**src/inc/serial_pkg.sv**
```systemverilog
package serial_pkg;
	localparam int unsigned DATA_W = 8;
	localparam int unsigned FIFO_DEPTH = 16;
	localparam int unsigned TX_FIFO_AW = 4;

	// Bit select codes for writes from the CPU
	localparam logic [4:0] WR_RESET = 5'h1F;
	localparam logic [4:0] WR_MODEM_EN = 5'h15;
	localparam logic [4:0] WR_TIMER_EN = 5'h14;
	localparam logic [4:0] WR_TX_EN = 5'h13;
	localparam logic [4:0] WR_RX_EN = 5'h12;
	localparam logic [4:0] WR_BREAK = 5'h11;
	localparam logic [4:0] WR_RTS = 5'h10;
	localparam logic [4:0] WR_TXB_TOP = 5'h07;

	// Bit select codes for status reads
	localparam int unsigned RD_INT = 31;
	localparam int unsigned RD_FLAG = 30;
	localparam int unsigned RD_MODEM_LINE_CHANGED = 29;
	localparam int unsigned RD_CTS = 28;
	localparam int unsigned RD_DSR = 27;
	localparam int unsigned RD_RTS = 26;
	localparam int unsigned RD_TIMELAPSE = 25;
	localparam int unsigned RD_TIMEOVR = 24;
	localparam int unsigned RD_TXSE = 23;
	localparam int unsigned RD_TXHE = 22;
	localparam int unsigned RD_RXFULL = 21;
	localparam int unsigned RD_MODEM_IRQ = 20;
	localparam int unsigned RD_TIMER_IRQ = 19;
	localparam int unsigned RD_TX_IRQ = 17;
	localparam int unsigned RD_RX_IRQ = 16;
	localparam int unsigned RD_RXLINE = 15;
	localparam int unsigned RD_START = 14;
	localparam int unsigned RD_FIRST = 13;
	localparam int unsigned RD_FRAME = 12;
	localparam int unsigned RD_OVER = 11;
	localparam int unsigned RD_PAR = 10;
	localparam int unsigned RD_ANYERR = 9;

	localparam logic [5:0] PRESCALE_LAST = 6'h3F;
	localparam logic [1:0] STOP_1P5 = 2'h0;
	localparam logic [1:0] STOP_2 = 2'h1;

	typedef enum logic [2:0] {
		TX_IDLE = 3'b000,
		TX_START = 3'b001,
		TX_DATA = 3'b010,
		TX_PARITY = 3'b011,
		TX_STOP = 3'b100,
		TX_BREAK = 3'b101
	} tx_state_t;

	typedef enum logic [2:0] {
		RX_IDLE = 3'b000,
		RX_HALF = 3'b001,
		RX_BITS = 3'b010,
		RX_STOP = 3'b011,
		RX_WAIT_HIGH = 3'b100
	} rx_state_t;

	typedef struct packed {
		logic we;
		logic [4:0] addr;
		logic wdata;
	} cru_req_t;

	typedef struct packed {
		logic char_length_sel_hi;
		logic char_length_sel_lo;
		logic stop_bits_sel_hi;
		logic stop_bits_sel_lo;
		logic parity_en;
		logic parity_odd;
		logic [15:0] bit_cycles;
		logic [7:0] interval;
	} cfg_t;
endpackage

```
**src/verilog/serial_tx_status.sv**
```systemverilog
`timescale 1ns/1ps
module tx_fifo #(
	parameter int unsigned WIDTH = 8,
	parameter int unsigned DEPTH = 16,
	parameter int unsigned AW = 4
) (
	input wire logic clk_sys,
	input wire logic rst_n,
	input wire logic flush,
	input wire logic in_valid,
	output logic in_ready,
	input wire logic [WIDTH-1:0] in_data,
	output logic out_valid,
	input wire logic out_ready,
	output logic [WIDTH-1:0] out_data
);
	logic [WIDTH-1:0] mem [DEPTH];
	logic [AW:0] wr_ptr;
	logic [AW:0] rd_ptr;

	assign out_valid = wr_ptr != rd_ptr;
	assign in_ready = (wr_ptr[AW] == rd_ptr[AW]) ||
		(wr_ptr[AW-1:0] != rd_ptr[AW-1:0]);
	assign out_data = mem[rd_ptr[AW-1:0]];

	always_ff @(posedge clk_sys) begin
		if (!rst_n || flush) begin
			wr_ptr <= '0;
			rd_ptr <= '0;
		end else begin
			if (in_valid && in_ready) begin
				wr_ptr <= wr_ptr + 1'b1;
			end
			if (out_valid && out_ready) begin
				rd_ptr <= rd_ptr + 1'b1;
			end
		end
	end

	always_ff @(posedge clk_sys) begin
		if (in_valid && in_ready) begin
			mem[wr_ptr[AW-1:0]] <= in_data;
		end
	end
endmodule

module serial_tx_status (
	input wire logic clk_sys,
	input wire logic rst_n,
	input wire serial_pkg::cru_req_t cru_req,
	output logic cru_rdata,
	input wire serial_pkg::cfg_t cfg,
	input wire logic serial_rx_line,
	input wire logic cts_n,
	input wire logic dsr_n,
	output logic serial_tx_line,
	output logic rts_n
);
	import serial_pkg::*;

	typedef struct packed {
		logic [2:0] rx_s;
		logic [2:0] cts_s;
		logic [2:0] dsr_s;
		logic rx_lvl;
		logic rx_prev;
		logic cts_lvl;
		logic dsr_lvl;
		logic modem_change_irq_enable;
		logic timer_irq_enable;
		logic tx_irq_enable;
		logic rx_irq_enable;
		logic break_request;
		logic request_send_control;
		logic modem_line_changed;
		logic timer_expired_flag;
		logic timer_overrun_flag;
		logic tx_holding_empty;
		logic tx_shifter_empty;
		logic rx_holding_full;
		logic start_bit_seen;
		logic first_bit_seen;
		logic stop_bit_error;
		logic rx_overrun_flag;
		logic rx_parity_flag;
		logic [7:0] tx_holding;
		logic [7:0] received_character_buffer;
		tx_state_t tx_state;
		logic [15:0] tx_cnt;
		logic [3:0] tx_bits;
		logic [7:0] tx_shift;
		logic tx_par;
		logic serial_tx_line;
		logic rts_n;
		rx_state_t rx_state;
		logic [15:0] rx_cnt;
		logic [3:0] rx_idx;
		logic [7:0] rx_shift;
		logic rx_par;
		logic [5:0] pre_cnt;
		logic [7:0] timer_cnt;
		logic rdata;
	} state_t;

	state_t s_reg;
	state_t s_next;
	logic [31:0] status;
	logic [3:0] char_len;
	logic [7:0] len_mask;
	logic [15:0] half_cycles;
	logic [15:0] stop_cycles;
	logic fifo_in_valid;
	logic fifo_in_ready;
	logic fifo_out_valid;
	logic fifo_out_ready;
	logic [7:0] fifo_out_data;
	logic fifo_flush;
	logic tx_enabled;
	logic timer_hit;
	logic reset_cmd;

	assign char_len = 4'h5 + {2'b00, cfg.char_length_sel_hi,
		cfg.char_length_sel_lo};
	assign len_mask = 8'hFF >> (4'h8 - char_len);
	assign half_cycles = cfg.bit_cycles >> 1;
	always_comb begin
		unique case ({cfg.stop_bits_sel_hi, cfg.stop_bits_sel_lo})
			STOP_1P5: stop_cycles = cfg.bit_cycles + half_cycles;
			STOP_2: stop_cycles = cfg.bit_cycles << 1;
			default: stop_cycles = cfg.bit_cycles;
		endcase
	end

	assign reset_cmd = cru_req.we && cru_req.addr == WR_RESET;
	assign tx_enabled = !s_reg.rts_n && !s_reg.cts_lvl;
	// Break freezes the path into the FIFO so nothing can follow it
	assign fifo_in_valid = !s_reg.tx_holding_empty &&
		s_reg.tx_state != TX_BREAK;
	assign fifo_out_ready = s_reg.tx_state == TX_IDLE && tx_enabled;
	assign fifo_flush = reset_cmd;
	assign timer_hit = s_reg.pre_cnt == 6'h00 && s_reg.timer_cnt <= 8'h01;

	tx_fifo #(.WIDTH(DATA_W), .DEPTH(FIFO_DEPTH), .AW(TX_FIFO_AW)) u_fifo (
		.clk_sys(clk_sys),
		.rst_n(rst_n),
		.flush(fifo_flush),
		.in_valid(fifo_in_valid),
		.in_ready(fifo_in_ready),
		.in_data(s_reg.tx_holding),
		.out_valid(fifo_out_valid),
		.out_ready(fifo_out_ready),
		.out_data(fifo_out_data)
	);

	always_comb begin
		status = '0;
		status[RD_FLAG] = s_reg.break_request;
		status[RD_MODEM_LINE_CHANGED] = s_reg.modem_line_changed;
		status[RD_CTS] = !s_reg.cts_lvl;
		status[RD_DSR] = !s_reg.dsr_lvl;
		status[RD_RTS] = !s_reg.rts_n;
		status[RD_TIMELAPSE] = s_reg.timer_expired_flag;
		status[RD_TIMEOVR] = s_reg.timer_overrun_flag;
		status[RD_TXSE] = s_reg.tx_shifter_empty;
		status[RD_TXHE] = s_reg.tx_holding_empty;
		status[RD_RXFULL] = s_reg.rx_holding_full;
		status[RD_MODEM_IRQ] = s_reg.modem_line_changed &
			s_reg.modem_change_irq_enable;
		status[RD_TIMER_IRQ] = s_reg.timer_expired_flag &
			s_reg.timer_irq_enable;
		status[RD_TX_IRQ] = s_reg.tx_holding_empty &
			s_reg.tx_irq_enable;
		status[RD_RX_IRQ] = s_reg.rx_holding_full &
			s_reg.rx_irq_enable;
		status[RD_INT] = status[RD_MODEM_IRQ] | status[RD_TIMER_IRQ] |
			status[RD_TX_IRQ] | status[RD_RX_IRQ];
		status[RD_RXLINE] = s_reg.rx_lvl;
		status[RD_START] = s_reg.start_bit_seen;
		status[RD_FIRST] = s_reg.first_bit_seen;
		status[RD_FRAME] = s_reg.stop_bit_error;
		status[RD_OVER] = s_reg.rx_overrun_flag;
		status[RD_PAR] = s_reg.rx_parity_flag;
		status[RD_ANYERR] = s_reg.stop_bit_error | s_reg.rx_overrun_flag |
			s_reg.rx_parity_flag;
		status[7:0] = s_reg.received_character_buffer;
	end

	always_comb begin
		s_next = s_reg;
		s_next.rdata = status[cru_req.addr];
		// Pins: a change is accepted once the last two stages agree
		s_next.rx_s = {s_reg.rx_s[1:0], serial_rx_line};
		s_next.cts_s = {s_reg.cts_s[1:0], cts_n};
		s_next.dsr_s = {s_reg.dsr_s[1:0], dsr_n};
		if (s_reg.rx_s[1] == s_reg.rx_s[2]) begin
			s_next.rx_lvl = s_reg.rx_s[2];
		end
		if (s_reg.cts_s[1] == s_reg.cts_s[2]) begin
			s_next.cts_lvl = s_reg.cts_s[2];
		end
		if (s_reg.dsr_s[1] == s_reg.dsr_s[2]) begin
			s_next.dsr_lvl = s_reg.dsr_s[2];
		end
		s_next.rx_prev = s_reg.rx_lvl;

		// CPU writes first, so hardware sets below win over their clears; the reset command is applied last and wins over them
		if (cru_req.we) begin
			unique case (cru_req.addr)
				WR_MODEM_EN: begin
					s_next.modem_change_irq_enable = cru_req.wdata;
					s_next.modem_line_changed = 1'b0;
				end
				WR_TIMER_EN: begin
					s_next.timer_irq_enable = cru_req.wdata;
					s_next.timer_expired_flag = 1'b0;
					s_next.timer_overrun_flag = 1'b0;
				end
				WR_TX_EN: s_next.tx_irq_enable = cru_req.wdata;
				WR_RX_EN: begin
					s_next.rx_irq_enable = cru_req.wdata;
					s_next.rx_holding_full = 1'b0;
				end
				WR_BREAK: s_next.break_request = cru_req.wdata;
				WR_RTS: s_next.request_send_control = cru_req.wdata;
				default: begin
					if (cru_req.addr <= WR_TXB_TOP &&
						s_reg.tx_state != TX_BREAK) begin
						s_next.tx_holding[cru_req.addr[2:0]] = cru_req.wdata;
					end
				end
			endcase
		end

		if (s_reg.cts_lvl != s_next.cts_lvl ||
			s_reg.dsr_lvl != s_next.dsr_lvl) begin
			s_next.modem_line_changed = 1'b1;
		end

		// Interval timer
		s_next.pre_cnt = s_reg.pre_cnt - 6'h01;
		if (s_reg.pre_cnt == 6'h00) begin
			s_next.pre_cnt = PRESCALE_LAST;
			s_next.timer_cnt = s_reg.timer_cnt - 8'h01;
			if (timer_hit) begin
				s_next.timer_cnt = cfg.interval;
				s_next.timer_expired_flag = 1'b1;
				if (s_reg.timer_expired_flag) begin
					s_next.timer_overrun_flag = 1'b1;
				end
			end
		end

		// Holding register drains into the FIFO
		if (fifo_in_valid && fifo_in_ready) begin
			s_next.tx_holding_empty = 1'b1;
		end
		if (cru_req.we && cru_req.addr == WR_TXB_TOP &&
			s_reg.tx_state != TX_BREAK) begin
			s_next.tx_holding_empty = 1'b0;
		end

		if (s_reg.request_send_control) begin
			s_next.rts_n = 1'b0;
		end else if (s_reg.tx_holding_empty && !fifo_out_valid &&
			s_reg.tx_state == TX_IDLE && !s_reg.break_request) begin
			s_next.rts_n = 1'b1;
		end

		s_next.tx_cnt = s_reg.tx_cnt - 16'h0001;
		unique case (s_reg.tx_state)
			TX_IDLE: begin
				s_next.serial_tx_line = 1'b1;
				s_next.tx_shifter_empty = 1'b1;
				if (fifo_out_valid && tx_enabled) begin
					s_next.tx_shift = fifo_out_data & len_mask;
					// Parity is fixed at load, the shifter is empty by then
					s_next.tx_par = ^(fifo_out_data & len_mask) ^
						cfg.parity_odd;
					s_next.tx_state = TX_START;
					s_next.tx_shifter_empty = 1'b0;
					s_next.serial_tx_line = 1'b0;
					s_next.tx_cnt = cfg.bit_cycles - 16'h0001;
				end else if (s_reg.break_request && tx_enabled &&
					s_reg.tx_holding_empty && !fifo_out_valid) begin
					s_next.tx_state = TX_BREAK;
					s_next.serial_tx_line = 1'b0;
				end
			end
			TX_START, TX_DATA: begin
				if (s_reg.tx_cnt == 16'h0000) begin
					s_next.tx_cnt = cfg.bit_cycles - 16'h0001;
					if (s_reg.tx_state == TX_START) begin
						s_next.tx_bits = char_len - 4'h1;
					end else begin
						s_next.tx_bits = s_reg.tx_bits - 4'h1;
					end
					if (s_reg.tx_state == TX_START ||
						s_reg.tx_bits != 4'h0) begin
						s_next.tx_state = TX_DATA;
						s_next.serial_tx_line = s_reg.tx_shift[0];
						s_next.tx_shift = s_reg.tx_shift >> 1;
					end else if (cfg.parity_en) begin
						s_next.tx_state = TX_PARITY;
						s_next.serial_tx_line = s_reg.tx_par;
					end else begin
						s_next.tx_state = TX_STOP;
						s_next.serial_tx_line = 1'b1;
						s_next.tx_cnt = stop_cycles - 16'h0001;
					end
				end
			end
			TX_PARITY: begin
				if (s_reg.tx_cnt == 16'h0000) begin
					s_next.tx_state = TX_STOP;
					s_next.serial_tx_line = 1'b1;
					s_next.tx_cnt = stop_cycles - 16'h0001;
				end
			end
			TX_STOP: begin
				if (s_reg.tx_cnt == 16'h0000) begin
					s_next.tx_state = TX_IDLE;
					s_next.tx_shifter_empty = 1'b1;
				end
			end
			TX_BREAK: begin
				s_next.serial_tx_line = 1'b0;
				if (!s_reg.break_request) begin
					s_next.tx_state = TX_IDLE;
					s_next.serial_tx_line = 1'b1;
				end
			end
			default: s_next.tx_state = TX_IDLE;
		endcase

		s_next.rx_cnt = s_reg.rx_cnt - 16'h0001;
		unique case (s_reg.rx_state)
			RX_IDLE: begin
				if (s_reg.rx_prev && !s_reg.rx_lvl) begin
					s_next.rx_state = RX_HALF;
					s_next.rx_cnt = half_cycles - 16'h0001;
				end
			end
			RX_HALF: begin
				if (s_reg.rx_cnt == 16'h0000) begin
					s_next.start_bit_seen = !s_reg.rx_lvl;
					s_next.rx_state = s_reg.rx_lvl ? RX_IDLE : RX_BITS;
					s_next.rx_cnt = cfg.bit_cycles - 16'h0001;
					s_next.rx_idx = 4'h0;
					s_next.rx_shift = 8'h00;
				end
			end
			RX_BITS: begin
				if (s_reg.rx_cnt == 16'h0000) begin
					s_next.first_bit_seen = 1'b1;
					s_next.rx_cnt = cfg.bit_cycles - 16'h0001;
					s_next.rx_idx = s_reg.rx_idx + 4'h1;
					if (s_reg.rx_idx < char_len) begin
						s_next.rx_shift[s_reg.rx_idx[2:0]] = s_reg.rx_lvl;
					end else begin
						s_next.rx_par = s_reg.rx_lvl;
					end
					if (s_reg.rx_idx == char_len ||
						(s_reg.rx_idx == char_len - 4'h1 &&
						!cfg.parity_en)) begin
						s_next.rx_state = RX_STOP;
					end
				end
			end
			RX_STOP: begin
				if (s_reg.rx_cnt == 16'h0000) begin
					s_next.received_character_buffer =
						s_reg.rx_shift & len_mask;
					s_next.rx_overrun_flag = s_reg.rx_holding_full;
					s_next.rx_holding_full = 1'b1;
					s_next.rx_parity_flag = cfg.parity_en &&
						((^s_reg.rx_shift ^ s_reg.rx_par) != cfg.parity_odd);
					s_next.stop_bit_error = !s_reg.rx_lvl;
					s_next.start_bit_seen = 1'b0;
					s_next.first_bit_seen = 1'b0;
					s_next.rx_state = s_reg.rx_lvl ? RX_IDLE : RX_WAIT_HIGH;
				end
			end
			RX_WAIT_HIGH: begin
				if (s_reg.rx_lvl) begin
					s_next.rx_state = RX_IDLE;
				end
			end
			default: s_next.rx_state = RX_IDLE;
		endcase

		if (reset_cmd) begin
			s_next.tx_shifter_empty = 1'b1;
			s_next.tx_holding_empty = 1'b1;
			s_next.break_request = 1'b0;
			s_next.request_send_control = 1'b0;
			s_next.rts_n = 1'b1;
			s_next.serial_tx_line = 1'b1;
			s_next.tx_state = TX_IDLE;
			s_next.rx_state = RX_IDLE;
			s_next.rx_holding_full = 1'b0;
			s_next.start_bit_seen = 1'b0;
			s_next.first_bit_seen = 1'b0;
			s_next.timer_expired_flag = 1'b0;
			s_next.timer_overrun_flag = 1'b0;
			s_next.timer_cnt = cfg.interval;
			s_next.pre_cnt = PRESCALE_LAST;
		end
	end

	always_ff @(posedge clk_sys) begin
		if (!rst_n) begin
			s_reg <= '0;
			s_reg.rx_s <= 3'h7;
			s_reg.cts_s <= 3'h7;
			s_reg.dsr_s <= 3'h7;
			s_reg.rx_lvl <= 1'b1;
			s_reg.rx_prev <= 1'b1;
			s_reg.cts_lvl <= 1'b1;
			s_reg.dsr_lvl <= 1'b1;
			s_reg.tx_holding_empty <= 1'b1;
			s_reg.tx_shifter_empty <= 1'b1;
			s_reg.serial_tx_line <= 1'b1;
			s_reg.rts_n <= 1'b1;
			s_reg.tx_state <= TX_IDLE;
			s_reg.rx_state <= RX_IDLE;
			s_reg.pre_cnt <= PRESCALE_LAST;
		end else begin
			s_reg <= s_next;
		end
	end

	assign serial_tx_line = s_reg.serial_tx_line;
	assign rts_n = s_reg.rts_n;
	assign cru_rdata = s_reg.rdata;
endmodule

```
**config.mk**
```make
export PLATFORM = sky130hd
export DESIGN_NAME = serial_tx_status
export DESIGN_NICKNAME = d
export VERILOG_FILES = /design/src/inc/serial_pkg.sv /design/src/verilog/serial_tx_status.sv
export SDC_FILE = /design/constraint.sdc
export NUM_CORES = 1
export LEC_CHECK = 0
export BUFFER_PORTS_ARGS = -buffer_cell sky130_fd_sc_hd__buf_2
export CELL_PAD_IN_SITES_DETAIL_PLACEMENT = 1
export CELL_PAD_IN_SITES_GLOBAL_PLACEMENT = 2
export CORE_AREA = 2 2 289 148
export CTS_CLUSTER_DIAMETER = 40
export DETAILED_ROUTE_END_ITERATION = 10
export DIE_AREA = 0 0 291 150
export PLACE_DENSITY_LB_ADDON = 0.1
export SKIP_CTS_REPAIR_TIMING = 1
export SYNTH_ARGS = -nofsm -noshare
export SYNTH_HDL_FRONTEND = slang
export SYNTH_SLANG_ARGS = --single-unit
```
**constraint.sdc**
```tcl
create_clock -name clk_sys -period 8.3 [get_ports clk_sys]
set_input_delay 2.49 -clock clk_sys [delete_from_list [all_inputs] [get_ports clk_sys]]
set_output_delay 2.49 -clock clk_sys [all_outputs]
set_load 0.005 [all_outputs]
```
## Yosys cells after proc, flatten, opt, wreduce, memory -nomap -nowiden

Memories as Yosys holds them, arrays and structs flattened. A register that Yosys moved wholly into a read port is not among the register bits.
Index checks and enable logic that the tools add are counted.

| storage, ports and cells | value |
|---|---|
| bits in registers | 137 |
| RAM bits | 128 |
| input bits | 42 |
| output and inout bits | 3 |
| word-level logic and storage cells | 286 |
| memories kept | 1 |

Memories:

| name | depth | width | rd ports | clocked after Yosys merged registers in | wr ports | line | text |
|---|---|---|---|---|---|---|---|
| u_fifo.mem | 16 | 8 | 1 | 1 | 1 | serial_tx_status.sv:17 | `logic [WIDTH-1:0] mem [DEPTH];` |

| cells by class | value |
|---|---|
| add/sub/neg operators | 15 |
| magnitude comparators | 8 |
| eq/ne operators | 44 |
| shift-type cells | 1 |
| multiplexer cells | 77 |
| bitwise logic cells | 16 |
| reductions and logical operators | 81 |

Operators with widths:

| kind | number |
|---|---|
| case mux 16 bit (3 select lines) | 2 |
| subtractor 16 x 1 -> 16 bit (second input constant) | 4 |
| 2-to-1 mux 31 bit | 2 |
| 2-to-1 mux 16 bit | 3 |
| 2-to-1 mux 8 bit | 5 |
| 2-to-1 mux 19 bit | 2 |
| == test 5 bit (second input constant) | 7 |
| 2-to-1 mux 3 bit | 11 |
| zero test 16 bit | 2 |
| 2-to-1 mux 32 bit | 1 |
| case mux 16 bit (2 select lines) | 1 |
| case mux 3 bit (5 select lines) | 2 |
| 2-to-1 mux 1 bit | 28 |
| != test 2 bit (second input constant) | 12 |
| case mux 12 bit (2 select lines) | 1 |
| logical AND 1 bit | 22 |
| AND reduction 2 bit | 11 |
| nonzero test 2 bit | 10 |
| AND reduction 3 bit | 6 |
| adder 16 x 15 -> 16 bit | 1 |
| bitwise AND 8 bit | 2 |
| bitwise mux 8 bit | 2 |
| case mux 8 bit (2 select lines) | 1 |
| parity 8 bit | 2 |
| 52 further kinds | 102 |

## Depth between registers and ports, before layout

| depth | value |
|---|---|
| depth in word-level cells | 8 |
| mapped depth | 13 |
| mapped depth without buffers | 13 |

## Cells and area by module

From an unflattened synthesis, not the netlist that was laid out.

| second synthesis, totals | value |
|---|---|
| cell total of the unflattened synthesis | 1538 |
| area, all modules | 15273.4 um^2 |

Modules (own cells, without submodules):

| module | instances | cells an instance | area an instance (um^2) | seq. area each (um^2) |
|---|---|---|---|---|
| serial_tx_status | 1 | 1253 | 9439.1 | 2542.4 |
| tx_fifo | 1 | 285 | 5834.3 | 4124.0 |

## Worst setup path before layout

No wires, ideal clock.

| path | value |
|---|---|
| kind | in2reg |
| start | in cfg[8] in the netlist's numbering |
| end | reg s_reg[74] in the netlist's numbering |
| setup time | 79 ps |
| arrival | 5259 ps |
| data required time | 8221 ps |
| setup slack | 2961 ps |
| stages on the path | 11 |
| buffers on the path | 0 |
| cells stage by stage | ha_1 > fa_1 > a211oi_2 > o21ba_2 > o21ai_0 > or2_1 > a211o_4 > or3_4 > or3_1 > a21o_1 > a211oi_2 |

| on the way | value |
|---|---|
| longest elaborated chain between the ends | 7 |
| elaborated cells on any way between the ends | 10 |
| classes of those cells | add/sub: 3; mux: 7 |

Ends and longest elaborated chain:

| element | line | text |
|---|---|---|
| start: declaration | serial_tx_status.sv:52 | `input wire serial_pkg::cfg_t cfg,` |
| adder 16 x 15 -> 16 bit | serial_tx_status.sv:128 | `STOP_1P5: stop_cycles = cfg.bit_cycles + half_cycles;` |
| case mux 16 bit (2 select lines) | serial_tx_status.sv:127 | `unique case ({cfg.stop_bits_sel_hi, cfg.stop_bits_sel_lo})` |
| subtractor 16 x 1 -> 16 bit | serial_tx_status.sv:308, serial_tx_status.sv:316 |  |
| 2-to-1 mux 16 bit | serial_tx_status.sv:302 | `end else if (cfg.parity_en) begin` |
| 2-to-1 mux 16 bit | serial_tx_status.sv:297 | `if (s_reg.tx_state == TX_START \|\|` |
| 2-to-1 mux 31 bit | serial_tx_status.sv:290 | `if (s_reg.tx_cnt == 16'h0000) begin` |
| case mux 16 bit (3 select lines) (*) | serial_tx_status.sv:270 | `unique case (s_reg.tx_state)` |
| end signal: assignment | serial_tx_status.sv:428 | `s_reg <= s_next;` |
| end: declaration | serial_tx_status.sv:105 | `state_t s_reg;` |

Every way passes the cells marked *; elsewhere a longest branch is shown, timed or not. The select of a mux whose other input is x is not followed.
A chain may end at the register's enable or synchronous reset.

## Final worst setup path

| path | value |
|---|---|
| start | in cfg[9] in the netlist's numbering |
| end | reg s_reg[74] in the netlist's numbering |

Same word-level chain as after synthesis.

==> run_results.csv <==
group,metric,value,unit
global_route,grt_antenna_before_repair,1,
worst_setup_path,cpMaxStageDelayCell,"fa_1",
worst_setup_path,rrSetupSlack,4730,ps
pwr,powerDensity,247.2,nW/µm²
worst_setup_path,cp.depth,12,
synthesis,synthCells,1483,
sta,fin_crit_sh,65.85,%
hold_path,hp-class,"reg2reg",
clock_network,clockBufferDepth,3,
synthesis,synthArstFlopShare,0,%
floorplan,die_h,150,µm
global_route,track_usage,22.99,%
global_route,grt_first_pass_wirelength,75530,µm
clock_network,cts_tree,"built",
run,maxCapViolCount,0,
clock_network,cts_max_level,2,
clock_network,cts_sinks,269,
finish,areaGrowthSynthToFinish,13.20,%
clock_network,root_buffer,"clkbuf_16",
synthesis,synth_edf_count,128,
worst_setup_path,start_kind,"input port",
finish,n_antenna_cell,0,
synthesis,synth_flop_cell,"dfxtp_1",
placement,dp_hpwl,37400,µm
outcome,status,"completed",
synthesis,ys_seq_area_share,45.56,%
hold_path,hold_depth,1,
synthesis,synth_area_leaders,"edfxtp_1, dfxtp_1, mux4_2, ha_1, xnor2_1",
floorplan,start_util,35.42,%
synthesis,synthDistinctLibCells,77,
sta,worst_slew_pin_slew,1254,ps
worst_setup_path,cp-end-kind,"flip-flop",
worst_setup_path,timing.rr.end,"s_reg[40]$_SDFF_PN0_",
finish,final_nets,1614,
finish,stdcell_area,16560,µm²
floorplan,dieArea,43650,µm²
synthesis,synth_top_area_share,26.27,%
route,wl_per_cell,23.64,µm
floorplan,io-pin-count,45,
route,initialDrtViolationCount,951,
clock_network,clkLatencyLatePin,530,ps
sta,fin_ws,2834,ps
route,route.detailed.drc,0,
placement,gp_congestion,0.8397,
worst_setup_path,r2r_start,"s_reg[30]$_SDFF_PN0_",
sta,final.min_clock_period,5466,ps
sta,rsz0062_at_grt,"no",
sta,final_hold_viol_count,0,
synthesis,syn_nets,1584,
route,num_vias,11760,
sta,setup_viol,0,
hold_path,worstHoldEndpoint,"s_reg[9]$_SDFF_PP1_",
sta,slew_violations,0,
finish,drive_gt1_share,12.23,%
floorplan,rows,53,
synthesis,syn-cell-area,14630,µm²
worst_setup_path,worst_ep_required_time,8730,ps
worst_setup_path,crit_family,"compound AO/OA/AOI/OAI gates",
sta,setup_tns,0,ps
sta,whs,412.2,ps
placement,port_buffers,44,
clock_network,path_clk_slew,60,ps
floorplan,coreArea,41310,µm²
worst_setup_path,critPathKind,"in2reg",
synthesis,ys_ff_latch,269,
route,via_per_inst,5.634,
worst_setup_path,crit_fanout,8,
pwr,vdd_drop_max,0.1267,mV
global_route,grt_pass1_vias,11610,
pwr,finalPower,4095,µW
global_route,grt_max_degree,65,
sta,relSlewSlack,15.71,%
sta,fmax,0.1830,GHz
placement,placed_area,15420,µm²
clock_network,cts_made_buffers,34,
worst_setup_path,worstPathArrival,5900,ps
worst_setup_path,worstRegToRegCells,11,
route,ant_nets,0,
worst_setup_path,cp_cell_sequence,"buf_2, ha_1, fa_1, a211oi_2, o21ai_0, a31oi_1, mux2i_1, nor2_1, or3_1, or3_1, a21o_1, a211oi_2",
worst_setup_path,cp_slowest_stage_delay,440,ps
route,drt_wl_total,49340,µm
finish,largest_register_ffs,128,
sta,finalClockSkew,21.30,ps
synthesis,yosysWarnings,0,
worst_setup_path,crit_buf_inv,1,
global_route,grt_overflow,0,
floorplan,die_w,291,µm
pwr,power_leakage,0.005954,µW
hold_path,worstHoldStart,"s_reg[9]$_SDFF_PP1_",
synthesis,synth_top_cell_by_area,"edfxtp_1",
route,first_pass_iters,5,
synthesis,avgSynthCellArea,9.867,µm²
placement,pre_cts_slack,2440,ps
## cell families (layout without fill, tap and decap cells)
group,count (synthesis),in the layout,synth area share [%]
compound gates,317,317,13.80
xor+xnor,103,103,6.165
fa+ha+maj,59,59,5.096
buf+inv,127,181,3.386
flops,269,269,45.56
mux,67,67,8.619
simple gates,541,541,17.37
## placed cells by master (no fill, tap or decap), drive strengths merged, types with 8 or more instances in the layout
master  netlist  final
nand4        14     14
nor3         38     38
nor2b        12     12
nor2        167    167
ha           58     58
a21oi        99     99
clkbuf       52     40
nand3        54     54
dfxtp       141    141
a21o         10     10
and3          9      9
and2         12     12
edfxtp      128    128
o21a         16     16
nand2       153    153
xor2         30     30
inv          58     65
a31oi        22     22
xnor2        73     73
or2           8      8
nor4         11     11
buf          16     62
o22ai        22     22
mux2i        18     18
mux4         47     47
a22oi         9      9
a211oi       21     21
o21ai        58     58
nand2b       26     26
## through the flow
step / std cells / utilization [%]
3_5_place_dp: 2027 / 37.31
6_report: 2087 / 40.10
3_3_place_gp: 2027 / 37.31
2_1_floorplan: 1483 / -
4_1_cts: 2087 / 40.10
5_1_grt: 2087 / 40.10
## metal layers
| metal | track usage [%] | up-vias | wire length [µm] |
|---|---|---|---|
| met5 | 0 | - | 0 |
| met2 | 27.18 | 349 | 17020 |
| met3 | 6.713 | 37 | 4288 |
| met4 | 2.979 | 0 | 424 |
| li1 | - | 5454 | - |
| met1 | 39.18 | 5919 | 27600 |
## worst max path at each step
stage | startpoint | slack [ps] | to
floorplan | cfg[8] | 2960 | s_reg[74]$_SDFF_PN0_
global placement | cfg[9] | 2510 | s_reg[74]$_SDFF_PN0_
detailed placement | cfg[9] | 2440 | s_reg[74]$_SDFF_PN0_
CTS | cfg[9] | 2940 | s_reg[74]$_SDFF_PN0_
global route | cfg[9] | 2670 | s_reg[74]$_SDFF_PN0_
finish | cfg[9] | 2830 | s_reg[74]$_SDFF_PN0_
## power breakdown
part           internal, µW  switching [µW]  total [µW]  leakage [µW]
sequential             1450            75.8        1530       0.00237
combinational           384             653        1040       0.00303
clock                   913             620        1530      0.000545
total                  2750            1350        4090       0.00595
## synth_stat cells (all sizes together), types with 6 or more instances
library cell / n
a31oi: 22
o21ai: 58
nand2: 153
nor3: 38
o211ai: 7
mux2i: 18
nor2: 167
a21o: 10
edfxtp: 128
nand3b: 7
xor2: 30
a221oi: 7
o21a: 16
nor2b: 12
xnor2: 73
or3: 7
nor4: 11
a21oi: 99
and3: 9
and2: 12
mux4: 47
nand3: 54
nor3b: 6
a22oi: 9
o22ai: 22
dfxtp: 141
a211oi: 21
clkbuf: 52
buf: 16
inv: 58
nand2b: 26
nand4: 14
ha: 58
or2: 8
## area by class of cell
| type | count | area (µm²) |
|---|---|---|
| inverter | 59 | 221.5 |
| clock inverter | 20 | 254.0 |
| sequential | 269 | 6668 |
| timing repair buffer | 62 | 355.3 |
| multi-input combinational | 1087 | 7483 |
| tap | 550 | 688.2 |
| clock buffer | 40 | 894.6 |
| fill | 4634 | 24750 |
No activity file was read; power rests on OpenSTA's default activity.
